**src/scsf_consts.svh**
```systemverilog
/*
 * constants for the serial control/status flag block: register offsets,
 * field positions, reset values.
 * assumes a plain register port with 8-bit data.
 */
// Contract
// smart card: tx enable bit allows tx irq
// tx irq withdrawn by flag clear or disable
// rx enable bit allows rx irqs
// rx irqs withdrawn by flag clear or disable
// normal mode: 00 port, 01 clock, 1X reserved
// block mode: 00 low, 10 high, x1 clock
// block mode clock select changes live
// status flags writable only to zero
// status meaning depends on smart card select
// tx empty flag resets to one
// tx empty forced one while tx disabled
// tx empty set on buffer-to-shift move
// tx empty clears on zero after read one
// dma write to tx buffer clears flag
// rx full set on completed reception
// tx irq is flag and enable, each cycle
`ifndef SCSF_CONSTS_SVH
`define SCSF_CONSTS_SVH
`define SCSF_OFS_CTRL      4'h0
`define SCSF_OFS_STAT      4'h1
`define SCSF_OFS_MODE      4'h2
`define SCSF_OFS_IRQ_STAT  4'h3
`define SCSF_OFS_IRQ_MASK  4'h4
`define SCSF_CTRL_TX_IRQ_EN 7
`define SCSF_CTRL_RX_IRQ_EN 6
`define SCSF_CTRL_TX_EN     5
`define SCSF_ST_TX_EMPTY    7
`define SCSF_ST_RX_FULL     6
`define SCSF_ST_OVERRUN     5
`define SCSF_ST_FRAME       4
`define SCSF_ST_PARITY      3
`define SCSF_MODE_BLOCK     0
`define SCSF_MODE_CARD      1
`define SCSF_CTRL_RST      8'h00
`define SCSF_STAT_RST      8'h80
`endif

```
**src/scsf_pkg.sv**
```systemverilog
/*
 * types for the serial control/status flag block.
 * assumes scsf_consts.svh supplies the numbers.
 */
package scsf_pkg;
    typedef enum logic [1:0] {
        SCSF_PIN_PORT,
        SCSF_PIN_CLOCK,
        SCSF_PIN_LOW,
        SCSF_PIN_HIGH
    } scsf_pin_e;

    typedef struct packed {
        logic [7:0] ctrl;
        logic [7:0] stat;
        logic [1:0] mode;
        logic [7:0] flag_seen;
        logic [3:0] irq_stat;
        logic [3:0] irq_mask;
        logic [7:0] rdata;
        logic       tx_irq;
        logic       rx_irq;
        logic       err_irq;
        logic       irq;
        logic       sck_out;
        logic       sck_oe;
        logic [1:0] ev_sync1;
        logic [1:0] ev_sync2;
    } scsf_state_s;
endpackage

```
**src/scsf_top.sv**
```systemverilog
/*
 * serial control and status flags: interrupt enables, clock pin control
 * and clear-only status flags of the serial unit.
 * assumes one 25 MHz clock, synchronous active-high reset, and that the
 * shifter, receiver and baud generator events arrive on this clock except
 * the baud clock level, which is synchronised here.
 */
// Our own choices: the placing of the registers and the plain strobed port.
`timescale 1ns/1ps
`include "scsf_consts.svh"

module scsf_top (
    // clock and reset
    input  wire logic       clk,
    input  wire logic       rst,
    // register port
    input  wire logic [3:0] addr,
    input  wire logic [7:0] wdata,
    input  wire logic       wr,
    input  wire logic       rd,
    output logic      [7:0] rdata,
    // events from the serial unit (same clock)
    input  wire logic       tx_load_ev,
    input  wire logic       dma_tx_write,
    input  wire logic       rx_done_ev,
    input  wire logic       rx_overrun_ev,
    input  wire logic       rx_frame_err_ev,
    input  wire logic       rx_parity_err_ev,
    // raw baud clock level to be gated onto the pin
    input  wire logic       baud_clk,
    // interrupt requests
    output logic            tx_empty_irq,
    output logic            rx_full_irq,
    output logic            rx_error_irq,
    output logic            irq,
    // serial clock pin
    output logic            sck_out,
    output logic            sck_oe
);
    scsf_pkg::scsf_state_s st_reg;
    scsf_pkg::scsf_state_s st_next;
    scsf_pkg::scsf_pin_e   pin_sel;
    logic [7:0]            wclr;
    logic [3:0]            ev;
    logic                  err_any;

    ////////////////////////////////////////////////////////////////////////
    // clock pin selection from mode and clock enable field
    always_comb begin
        if (st_reg.mode[`SCSF_MODE_BLOCK]) begin
            // block mode: selection is decoded live, no lock-out
            case (st_reg.ctrl[1:0])
                2'h0:    pin_sel = scsf_pkg::SCSF_PIN_LOW;
                2'h2:    pin_sel = scsf_pkg::SCSF_PIN_HIGH;
                default: pin_sel = scsf_pkg::SCSF_PIN_CLOCK;
            endcase
        end else begin
            // reserved codes fall back to the port pin
            case (st_reg.ctrl[1:0])
                2'h1:    pin_sel = scsf_pkg::SCSF_PIN_CLOCK;
                default: pin_sel = scsf_pkg::SCSF_PIN_PORT;
            endcase
        end
    end

    ////////////////////////////////////////////////////////////////////////
    // next state
    always_comb begin
        st_next = st_reg;
        wclr = 8'h00;
        err_any = 1'b0;
        // baud clock is from another domain: two flops before use
        st_next.ev_sync1 = {baud_clk, 1'b0};
        st_next.ev_sync2 = st_reg.ev_sync1;
        st_next.rdata = 8'h00;

        if (rd) begin
            case (addr)
                `SCSF_OFS_CTRL:     st_next.rdata = st_reg.ctrl;
                `SCSF_OFS_STAT:     st_next.rdata = st_reg.stat;
                `SCSF_OFS_MODE:     st_next.rdata = {6'h00, st_reg.mode};
                `SCSF_OFS_IRQ_STAT: st_next.rdata = {4'h0, st_reg.irq_stat};
                `SCSF_OFS_IRQ_MASK: st_next.rdata = {4'h0, st_reg.irq_mask};
                default:            st_next.rdata = 8'h00;
            endcase
            // remember which flags were seen as one
            if (addr == `SCSF_OFS_STAT)
                st_next.flag_seen = st_reg.flag_seen | st_reg.stat;
        end

        if (wr) begin
            case (addr)
                `SCSF_OFS_CTRL: st_next.ctrl = wdata;
                // zero clears only a flag already read as one; ones ignored
                `SCSF_OFS_STAT: wclr = ~wdata & st_reg.flag_seen & 8'hf8;
                `SCSF_OFS_MODE: st_next.mode = wdata[1:0];
                `SCSF_OFS_IRQ_STAT: st_next.irq_stat = st_reg.irq_stat & ~wdata[3:0];
                `SCSF_OFS_IRQ_MASK: st_next.irq_mask = wdata[3:0];
                default: ;
            endcase
            if (addr == `SCSF_OFS_STAT)
                st_next.flag_seen = st_reg.flag_seen & ~wclr;
            // low bits are not clear-only flags; stored as written
            if (addr == `SCSF_OFS_STAT)
                st_next.stat[2:0] = wdata[2:0];
        end

        st_next.stat[7:3] = st_reg.stat[7:3] & ~wclr[7:3];
        if (dma_tx_write)
            st_next.stat[`SCSF_ST_TX_EMPTY] = 1'b0;
        if (tx_load_ev)
            st_next.stat[`SCSF_ST_TX_EMPTY] = 1'b1; // set beats clear
        if (!st_next.ctrl[`SCSF_CTRL_TX_EN])
            st_next.stat[`SCSF_ST_TX_EMPTY] = 1'b1;
        if (rx_done_ev)
            st_next.stat[`SCSF_ST_RX_FULL] = 1'b1;
        if (rx_overrun_ev)
            st_next.stat[`SCSF_ST_OVERRUN] = 1'b1;
        if (rx_frame_err_ev)
            st_next.stat[`SCSF_ST_FRAME] = 1'b1;
        if (rx_parity_err_ev)
            st_next.stat[`SCSF_ST_PARITY] = 1'b1;

        // in smart card mode the error-signal flag replaces framing
        err_any = st_next.stat[`SCSF_ST_OVERRUN] | st_next.stat[`SCSF_ST_PARITY]
                | (st_next.stat[`SCSF_ST_FRAME] & ~st_next.mode[`SCSF_MODE_CARD]);
        if (st_next.mode[`SCSF_MODE_CARD])
            err_any = err_any | st_next.stat[`SCSF_ST_FRAME];

        // irq lines are flag and enable, so clearing either withdraws
        st_next.tx_irq  = st_next.stat[`SCSF_ST_TX_EMPTY] & st_next.ctrl[`SCSF_CTRL_TX_IRQ_EN];
        // both rx requests share one enable
        st_next.rx_irq  = st_next.stat[`SCSF_ST_RX_FULL] & st_next.ctrl[`SCSF_CTRL_RX_IRQ_EN];
        st_next.err_irq = err_any & st_next.ctrl[`SCSF_CTRL_RX_IRQ_EN];

        // sticky event bits, set wins over a write-one clear
        ev = {rx_overrun_ev | rx_frame_err_ev | rx_parity_err_ev,
              rx_done_ev, dma_tx_write, tx_load_ev};
        st_next.irq_stat = st_next.irq_stat | ev;
        st_next.irq = |(st_next.irq_stat & st_next.irq_mask);

        // pin drive
        case (pin_sel)
            scsf_pkg::SCSF_PIN_CLOCK: begin
                st_next.sck_out = st_reg.ev_sync2[1];
                st_next.sck_oe  = 1'b1;
            end
            scsf_pkg::SCSF_PIN_LOW: begin
                st_next.sck_out = 1'b0;
                st_next.sck_oe  = 1'b1;
            end
            scsf_pkg::SCSF_PIN_HIGH: begin
                st_next.sck_out = 1'b1;
                st_next.sck_oe  = 1'b1;
            end
            default: begin
                st_next.sck_out = 1'b0;
                st_next.sck_oe  = 1'b0;
            end
        endcase
    end

    ////////////////////////////////////////////////////////////////////////
    // state register; status resets with tx empty set
    always_ff @(posedge clk) begin
        if (rst) begin
            st_reg      <= '0;
            st_reg.ctrl <= `SCSF_CTRL_RST;
            st_reg.stat <= `SCSF_STAT_RST;
        end else begin
            st_reg <= st_next;
        end
    end

    // outputs straight from flops
    assign rdata        = st_reg.rdata;
    assign tx_empty_irq = st_reg.tx_irq;
    assign rx_full_irq  = st_reg.rx_irq;
    assign rx_error_irq = st_reg.err_irq;
    assign irq          = st_reg.irq;
    assign sck_out      = st_reg.sck_out;
    assign sck_oe       = st_reg.sck_oe;
endmodule

```
**config.mk**
```make
export PLATFORM = sky130hd
export DESIGN_NAME = scsf_top
export DESIGN_NICKNAME = d
export VERILOG_FILES = /design/src/scsf_pkg.sv /design/src/scsf_top.sv
export VERILOG_INCLUDE_DIRS = /design/src
export SDC_FILE = /design/constraint.sdc
export NUM_CORES = 1
export LEC_CHECK = 0
export BUFFER_PORTS_ARGS = -buffer_cell sky130_fd_sc_hd__buf_2
export CAP_MARGIN = 20
export CORE_UTILIZATION = 55
export CTS_BUF_LIST = sky130_fd_sc_hd__clkbuf_2
export CTS_CLUSTER_DIAMETER = 200
export CTS_CLUSTER_SIZE = 16
export DETAILED_ROUTE_END_ITERATION = 8
export PLACE_DENSITY_LB_ADDON = 0.1
export SETUP_SLACK_MARGIN = 0.02
export SLEW_MARGIN = 25
export SYNTH_ARGS = -nofsm -noshare
export SYNTH_HDL_FRONTEND = slang
export SYNTH_SLANG_ARGS = --single-unit
```
**constraint.sdc**
```tcl
create_clock -name clk -period 1.6 [get_ports clk]
set_input_delay 0.08 -clock clk [delete_from_list [all_inputs] [get_ports clk]]
set_output_delay 0.08 -clock clk [all_outputs]
set_load 0.03 [all_outputs]
```
==> results of run 1 <==
[where the power goes]
part	leakage, nW	internal (mW)	switching (mW)	total, mW
registers	0.382	1.20	0.0171	1.22
clock network	0.0250	0.103	0.392	0.495
logic	0.679	0.119	0.132	0.251
total	1.09	1.42	0.541	1.96
[stage by stage]
stage | utilization | cell area (um2) | power, mW
floorplan | - | 2031 | 1.351
global placement | 0.6485 | 2232 | 1.438
detailed placement | 0.6485 | 2232 | 1.440
CTS | 0.7226 | 2487 | 1.967
global route | 0.7270 | 2502 | 2.051
finish | 0.7270 | 2502 | 1.963
[area by class of cell]
class	count	area (um2)
clock buffer	5	25.02
clock inverter	3	20.02
fill	288	939.7
inverter	13	48.80
multi-input combinational	141	922.1
sequential	47	940.9
tap	46	57.56
timing repair buffer	70	488.0
[Yosys cell counts (all sizes together)]
cell / count / area (um2)
dfxtp: 47 / 940.9
a21oi: 21 / 105.1
nand2: 17 / 63.81
buf: 16 / 111.4
nor2: 14 / 52.55
inv: 13 / 48.80
nand3: 13 / 65.06
o21ai: 9 / 45.04
o21ba: 8 / 80.08
clkbuf: 6 / 22.52
a21boi: 5 / 37.54
a22oi: 5 / 37.54
a31oi: 5 / 31.28
and3: 4 / 25.02
nor2b: 4 / 25.02
o22ai: 4 / 25.02
a222oi: 3 / 30.03
a22o: 3 / 26.28
mux2i: 3 / 30.03
nor3: 3 / 20.02
o31ai: 3 / 22.52
a21o: 2 / 15.01
a41oi: 2 / 25.03
mux2: 2 / 22.52
nand3b: 2 / 15.01
nand4b: 2 / 17.52
nor4b: 2 / 47.55
and2: 1 / 6.260
and3b: 1 / 8.760
nor3b: 1 / 12.51
or2: 1 / 6.260
or3b: 1 / 8.760
[tightest hold or removal path, delay by kind of cell]
family                 cells  cell delay, ns
buffers and inverters      1            0.21
AOI/OAI and AO/OA          2            0.17
[worst max path at each step]
stage               depth (start not counted)            to       start  slack [ns]
floorplan                                   7  rx_error_irq     addr[1]        0.35
global placement                            6      rdata[0]     addr[0]        0.26
detailed placement                          5  rx_error_irq     addr[3]        0.23
CTS                                         4    st_reg[39]  st_reg[29]        0.12
global route                                4    st_reg[41]  st_reg[31]        0.04
finish                                      4    st_reg[40]  st_reg[30]        0.15
[kinds of logic after synthesis]
logic type / after synthesis / synth area share
AOI/OAI and AO/OA: 70 / 0.2366
and+or+nand+nor: 66 / 0.1842
DFF: 47 / 0.4633
buffers and inverters: 35 / 0.08995
muxes: 5 / 0.02588
[routing by layer]
| metal | wire, um | part of all wire | global-route usage |
|---|---|---|---|
| met4 | 65 | 0.013 | 0.1163 |
| met3 | 307 | 0.061 | 0.04745 |
| met2 | 2334 | 0.47 | 0.4361 |
| met5 | 0 | 0 | 0 |
| met1 | 2303 | 0.46 | 0.3637 |
[what timing repair did]
action,4_1_cts,5_1_grt
setup endpoints to repair,0,3
hold buffers,21,0
gates resized for setup,0,3
endpoints found under the hold margin,32,0
==> results_dict.tcl, run 1 <==
set metrics [dict create \
    path_buf_inv 2 \
    syn_nets 246 \
    antennaDiodeCount 0 \
    ir_drop_mv 0.6194 \
    wire_per_inst_um 15.42 \
    cts_root_buf "clkbuf_2" \
    relSlewSlack 0.5704 \
    finalWorstSetupSlack_ns 0.1482 \
    dieArea_um2 3939 \
    leakage_nw 1.086 \
    critical_path_required_ns 1.95 \
    min_from "addr[3]" \
    path_max_fanout 2 \
    maxCapViolCount 0 \
    dieHeight_um 62.77 \
    overflow 0 \
    antenna_found_initial 0 \
    finalCritPeriodShare 0.9074 \
    synth_area_um2 2031 \
    power_density_nw_per_um2 784.4 \
    syn_area_per_cell_um2 9.106 \
    grt_pass1_vias 1781 \
    seq_area_frac_synth 0.4633 \
    cts_tree "done" \
    portBuffers 36 \
    maxSlewViolCount 0 \
    hold-path-cell-count 3 \
    detail_route.first_pass.iterations 4 \
    period_minus_slack_ns 1.452 \
    largest_reg_flops 32 \
    min_to "rdata[3]" \
    cp_slowest_cell "dlygate4sd3_1" \
    setup_viol 0 \
    max_clock_freq_ghz 0.6888 \
    rrSetupSlack_ns 0.15 \
    gp_congestion 0.8491 \
    drive_gt1_frac 0.2330 \
    ctsHtreeMaxLevel 2 \
    grt_pass1_wl_mm 8.211 \
    dp.cells 296 \
    antenna_left 0 \
    ys_ff_latch 47 \
    cp-end-kind "register" \
    via_count 1810 \
    clk_pin_slew_ns 0.23 \
    max_stage_delay_ns 0.57 \
    finalClockSkew_ns 0.007455 \
    insertion_delay_ns 0.43 \
    status "complete, no violations" \
    final_common_cell "dfxtp_1" \
    reg2reg_from "st_reg[30]" \
    viasPerCell 5.569 \
    initial_utilization 0.5900 \
    r2r_end "st_reg[40]" \
    place_ws_ns 0.2287 \
    final_cells 325 \
    drt_wl_total_mm 5.010 \
    numCtsBuffers 5 \
    tightest_slew_ns 0.6401 \
    cts_setup_buffers 0 \
    final_cell_mix "dfxtp_1, buf_2, a21oi_1, dlygate4sd3_1, nand2_1" \
    area_growth_pct 23.23 \
    worstPathCellList "inv_1 > o31ai_2 > a21oi_1 > dlygate4sd3_1" \
    remaining_drc_errors 0 \
    yosysWarnings 0 \
    postSynthCellCount 223 \
    numClockSinks 47 \
    timing.final.hold_violations 0 \
    grt_usage 0.2736 \
    worstPathArrival_ns 1.80 \
    nNetsFinal 301 \
    critPathTopFamily "buffers and inverters" \
    core_um2 3442 \
    hpwl_mm 3.454 \
    dr.first_iter.drc_count 190 \
    hold_class "input port to register" \
    fin_setup_tns_ns 0 \
    crit_type "register to register" \
    whs_ns 0.03455 \
    grt_max_degree 26 \
    num_rows 21 \
    ioPinCount 37 \
    die-width_um 62.77 \
    reg2reg_depth 4 \
    ys_types 36 \
    rsz0062_at_grt "false" \
    worstSetupStartpointType "register" \
    cts_buffer_depth 2 \
]
Power figures use the tool's default switching activity.
==> run 2: changes to the inputs <==
--- a/config.mk
+++ b/config.mk
@@ -16,2 +16,3 @@
 export PLACE_DENSITY_LB_ADDON = 0.1
+export RECOVER_POWER = 50
 export SETUP_SLACK_MARGIN = 0.02
==> constraint.sdc (replaced) <==
create_clock -name clk -period 1.6 [get_ports clk]
set_input_delay 0.16 -clock clk [delete_from_list [all_inputs] [get_ports clk]]
set_output_delay 0.16 -clock clk [all_outputs]
set_load 0.03 [all_outputs]
==> run 2 against run 1 <==
Effect of this change:
- flip-flop and latch count stayed put
- sequential share of layout area is 0.57 points higher
- non-clock buffer count is 4 lower
- via count hardly changed
- clock power is 64% higher
- critical endpoint is now rx_error_irq
- largest power group unchanged
==> results_dict.tcl, run 2 (synthesis results as in run 1) <==
set metrics [dict create \
    status "complete, no violations" \
    area_growth_pct 21.38 \
    core_um2 3442 \
    tightest_slew_ns 0.5792 \
    drive_gt1_frac 0.2182 \
    period_minus_slack_ns 1.387 \
    cts_buffer_depth 2 \
    grt_usage 0.2605 \
    grt_pass1_vias 1676 \
    fin_setup_tns_ns 0 \
    gp_congestion 0.8446 \
    hold_class "input port to register" \
    maxSlewViolCount 0 \
    drt_wl_total_mm 4.791 \
    whs_ns 0.04791 \
    worstSetupStartpointType "input port" \
    worstPathArrival_ns 1.71 \
    ctsHtreeMaxLevel 2 \
    max_clock_freq_ghz 0.7210 \
    final_cell_mix "dfxtp_1, buf_2, a21oi_1" \
    leakage_nw 1.068 \
    finalCritPeriodShare 0.8669 \
    via_count 1811 \
    detail_route.first_pass.iterations 5 \
    path_max_fanout 25 \
    final_common_cell "dfxtp_1" \
    dieArea_um2 3939 \
    relSlewSlack 0.6113 \
    numClockSinks 47 \
    fill_cells 280 \
    multi_input_area_um2 892.1 \
    critical_path_required_ns 1.92 \
    overflow 0 \
    cts_tree "done" \
    antenna_found_initial 0 \
    cts_root_buf "clkbuf_2" \
    grt_max_degree 26 \
    grt_pass1_wl_mm 7.900 \
    insertion_delay_ns 0.43 \
    viasPerCell 5.642 \
    wire_per_inst_um 14.93 \
    ir_drop_mv 0.6368 \
    power_density_nw_per_um2 914.2 \
    seq_area_um2 940.9 \
    dr.first_iter.drc_count 183 \
    hpwl_mm 3.471 \
    finalClockSkew_ns 0.02433 \
    nNetsFinal 297 \
    setup_viol 0 \
    antenna_left 0 \
    dieHeight_um 62.77 \
    crit_type "input port to register" \
    cp-end-kind "register" \
    die-width_um 62.77 \
    timing.final.hold_violations 0 \
    rsz0062_at_grt "false" \
    clk_pin_slew_ns 0.23 \
    num_rows 21 \
    numCtsBuffers 5 \
    portBuffers 36 \
    antennaDiodeCount 0 \
    maxCapViolCount 0 \
    remaining_drc_errors 0 \
    ioPinCount 37 \
    largest_reg_flops 32 \
    initial_utilization 0.5900 \
    utilization 0.7161 \
]
-- run 2: cell types whose count changed in the layout (fill, tap and decap cells not counted) --
| cell | change |
|---|---|
| o31ai_2 | -3 |
| clkinv_2 | -1 |
| o31ai_1 | +3 |
| clkbuf_1 | +4 |
| dlygate4sd3_1 | -7 |
| buf_2 | -3 |
| clkinvlp_4 | -1 |
| nor4b_1 | +1 |
| bufinv_16 | +2 |
| buf_4 | +2 |
| nor4b_4 | -1 |
-- run 2: what timing repair did --
action	CTS	global route
gates resized for setup	0	0
buffers inserted	0	0
setup endpoints to repair	0	0
hold buffers	13	1
endpoints found under the hold margin	19	1
-- run 2: path summary, 6_finish.rpt --
kind | startpoint | end | slack [ns] | cells past startpoint
worst max-delay path | rst | rx_error_irq | 0.21 | 5
worst max register to register | st_reg[34] | rdata[0] | 0.26 | 4
worst min register to register | st_next[1] | st_reg[1] | 0.47 | 1
worst min-delay path | wdata[5] | st_reg[31] | 0.05 | 3
-- run 2: cell type report --
type | count | area share
Timing Repair Buffer | 66 | 0.1756
Tap cell | 46 | 0.02335
Inverter | 13 | 0.01980
Multi-Input combinational cell | 141 | 0.3619
Clock buffer | 5 | 0.01015
Sequential cell | 47 | 0.3817
Clock inverter | 3 | 0.02741
-- run 2: power breakdown --
part | internal, mW | total [mW] | switching (mW)
registers | 1.20 | 1.22 | 0.0164
clock network | 0.419 | 0.810 | 0.391
logic | 0.104 | 0.227 | 0.123
total | 1.72 | 2.25 | 0.531
-- run 2: critical path, stage by stage --
cell and delay, ns:
dlygate4sd3_1 0.52, clkbuf_1 0.41, buf_4 0.37, a21o_1 0.19, a41oi_1 0.06
-- run 2: stage by stage --
| step | total power, mW | std cells | cell area, um2 | setup slack, ns |
|---|---|---|---|---|
| 6_report | 2.253 | 321 | 2465 | 0.2130 |
| 3_3_place_gp | 1.441 | 299 | 2255 | 0.08175 |
| 2_1_floorplan | 1.351 | 223 | 2031 | 0.2745 |
| 4_1_cts | 2.265 | 320 | 2477 | 0.2473 |
| 5_1_grt | 2.330 | 321 | 2465 | 0.1195 |
| 3_5_place_dp | 1.442 | 299 | 2255 | 0.06744 |
-- run 2: layer usage --
layer / part of all wire / track usage / vias up
li1: - / - / 885
met1: 0.46 / 0.3521 / 844
met2: 0.45 / 0.3967 / 70
met3: 0.064 / 0.06022 / 12
met4: 0.026 / 0.1105 / 0
met5: 0 / 0 / -
==> run 3: changes to the inputs <==
BUFFER_PORTS_ARGS = -buffer_cell sky130_fd_sc_hd__buf_4   (was -buffer_cell sky130_fd_sc_hd__buf_2)
clock period = 1.62 ns   (was 1.6 ns; I/O delays follow)
==> run 3 against run 2 <==
Effect of this change:
- routed wire length down 0.98%
- sequential share of layout area is 0.44 points lower
- clock power is 21% lower
- global-route usage up 0.15 points
- flip-flop and latch count unchanged
- non-clock buffer count shrank 6
- worst hold slack worse by 0.029 ns
- critical endpoint is now rdata[0]
- largest cell class unchanged
- largest power group unchanged
- highest routed layer unchanged
==> results_dict.tcl, run 3 (synthesis results as in run 1) <==
set metrics [dict create \
    path_max_fanout 2 \
    final_cells 315 \
    gp_congestion 0.8445 \
    dieArea_um2 3939 \
    drt_wl_total_mm 4.744 \
    timing.final.hold_violations 0 \
    final_common_cell "dfxtp_1" \
    detail_route.first_pass.iterations 4 \
    final_cell_mix "dfxtp_1, buf_4, a21oi_1" \
    finalCritPeriodShare 0.8252 \
    finalClockSkew_ns 0.02287 \
    rsz0062_at_grt "false" \
    power_density_nw_per_um2 833.0 \
    status "complete, no violations" \
    drive_gt1_frac 0.2007 \
    cts_root_buf "clkbuf_2" \
    grt_usage 0.2620 \
    viasPerCell 5.616 \
    area_growth_pct 22.80 \
    placed_cell_area_um2 2292 \
    core_um2 3442 \
    leakage_nw 1.057 \
    dp.cells 292 \
    crit_type "register to register" \
    antenna_left 0 \
    cts_buffer_depth 2 \
    dr.first_iter.drc_count 129 \
    dieHeight_um 62.77 \
    nNetsFinal 291 \
    worstPathArrival_ns 1.69 \
    fin_setup_tns_ns 0 \
    largest_reg_flops 32 \
    final_area_um2 2494 \
    die-width_um 62.77 \
    cp-end-kind "register" \
    ir_drop_mv 0.4415 \
    numClockSinks 47 \
    period_minus_slack_ns 1.337 \
    hpwl_mm 3.272 \
    antenna_found_initial 0 \
    grt_max_degree 29 \
    initial_utilization 0.5900 \
    worstSetupStartpointType "register" \
    numCtsBuffers 5 \
    maxCapViolCount 0 \
    grt_pass1_wl_mm 7.845 \
    maxSlewViolCount 0 \
    insertion_delay_ns 0.44 \
    critical_path_required_ns 1.97 \
    clk_pin_slew_ns 0.25 \
    ioPinCount 37 \
    overflow 0 \
    relSlewSlack 0.5759 \
    rrSetupSlack_ns 0.28 \
    fill_cells 277 \
    hold_class "input port to register" \
    portBuffers 36 \
    tightest_slew_ns 0.6319 \
    antennaDiodeCount 0 \
    ctsHtreeMaxLevel 2 \
    grt_pass1_vias 1676 \
    max_clock_freq_ghz 0.7480 \
    wire_per_inst_um 15.06 \
    remaining_drc_errors 0 \
    cts_tree "done" \
    cts_setup_buffers 0 \
    via_count 1769 \
    setup_viol 0 \
    num_rows 21 \
]
[run 3: cell types whose count changed in the layout (fill, tap and decap cells not counted), sizes merged]
cell         previous run  this run
buf                    48        43
clkbuf                  9         7
clkinv                  0         2
bufinv                  2         1
clkinvlp                1         0
dlygate4sd3            14        15
[run 3: metal layers]
| layer | GRT usage | part of all wire |
|---|---|---|
| met5 | 0 | 0 |
| met4 | 0.09302 | 0.017 |
| met3 | 0.06934 | 0.054 |
| met2 | 0.4090 | 0.45 |
| met1 | 0.3475 | 0.48 |
[run 3: final cells by class]
class                   count  area (um2)  share of cell area
repair buffers             60       480.5              0.1927
flip-flops and latches     47       940.9              0.3773
clock buffers               5       25.02             0.01004
well taps                  46       57.56             0.02308
inverters                  13       48.80             0.01957
multi-input cells         141       902.1              0.3618
clock inverters             3       38.79             0.01555
[run 3: worst paths after layout]
| path | from | to | cells past startpoint |
|---|---|---|---|
| worst max register to register | st_reg[22] | rdata[0] | 4 |
| worst min register to register | st_next[1] | st_reg[1] | 1 |
| worst max-delay path | st_reg[22] | rdata[0] | 4 |
| worst min-delay path | wdata[5] | st_reg[31] | 3 |
[run 3: per-stage QoR]
stage | setup slack, ns | hold WS [ns] | utilization | power (mW)
finish | 0.2832 | 0.01864 | 0.7245 | 2.077
global route | 0.1996 | 0.03386 | 0.7245 | 2.143
CTS | 0.3038 | 0.002811 | 0.7252 | 2.074
detailed placement | 0.2065 | 0.3804 | 0.6659 | 1.430
global placement | 0.2249 | 0.3799 | 0.6659 | 1.429
floorplan | 0.2925 | 0.2698 | - | 1.334
[run 3: power breakdown]
| group | total [mW] | internal (mW) | switching [mW] |
|---|---|---|---|
| clock | 0.640 | 0.254 | 0.387 |
| combinational | 0.237 | 0.114 | 0.122 |
| sequential | 1.20 | 1.18 | 0.0152 |
| total | 2.08 | 1.55 | 0.525 |
[run 3: critical path: stages, from the launching register on]
cell and delay, ns:
dfxtp_1 0.38, mux2_1 0.29, a22o_1 0.19, a222oi_1 0.30, nor2_1 0.08
[run 3: repair_timing]
action / CTS / global route
hold endpoints to repair: 23 / 1
setup endpoints to repair: 0 / 0
gates resized for setup: 0 / 0
hold buffers: 14 / 1
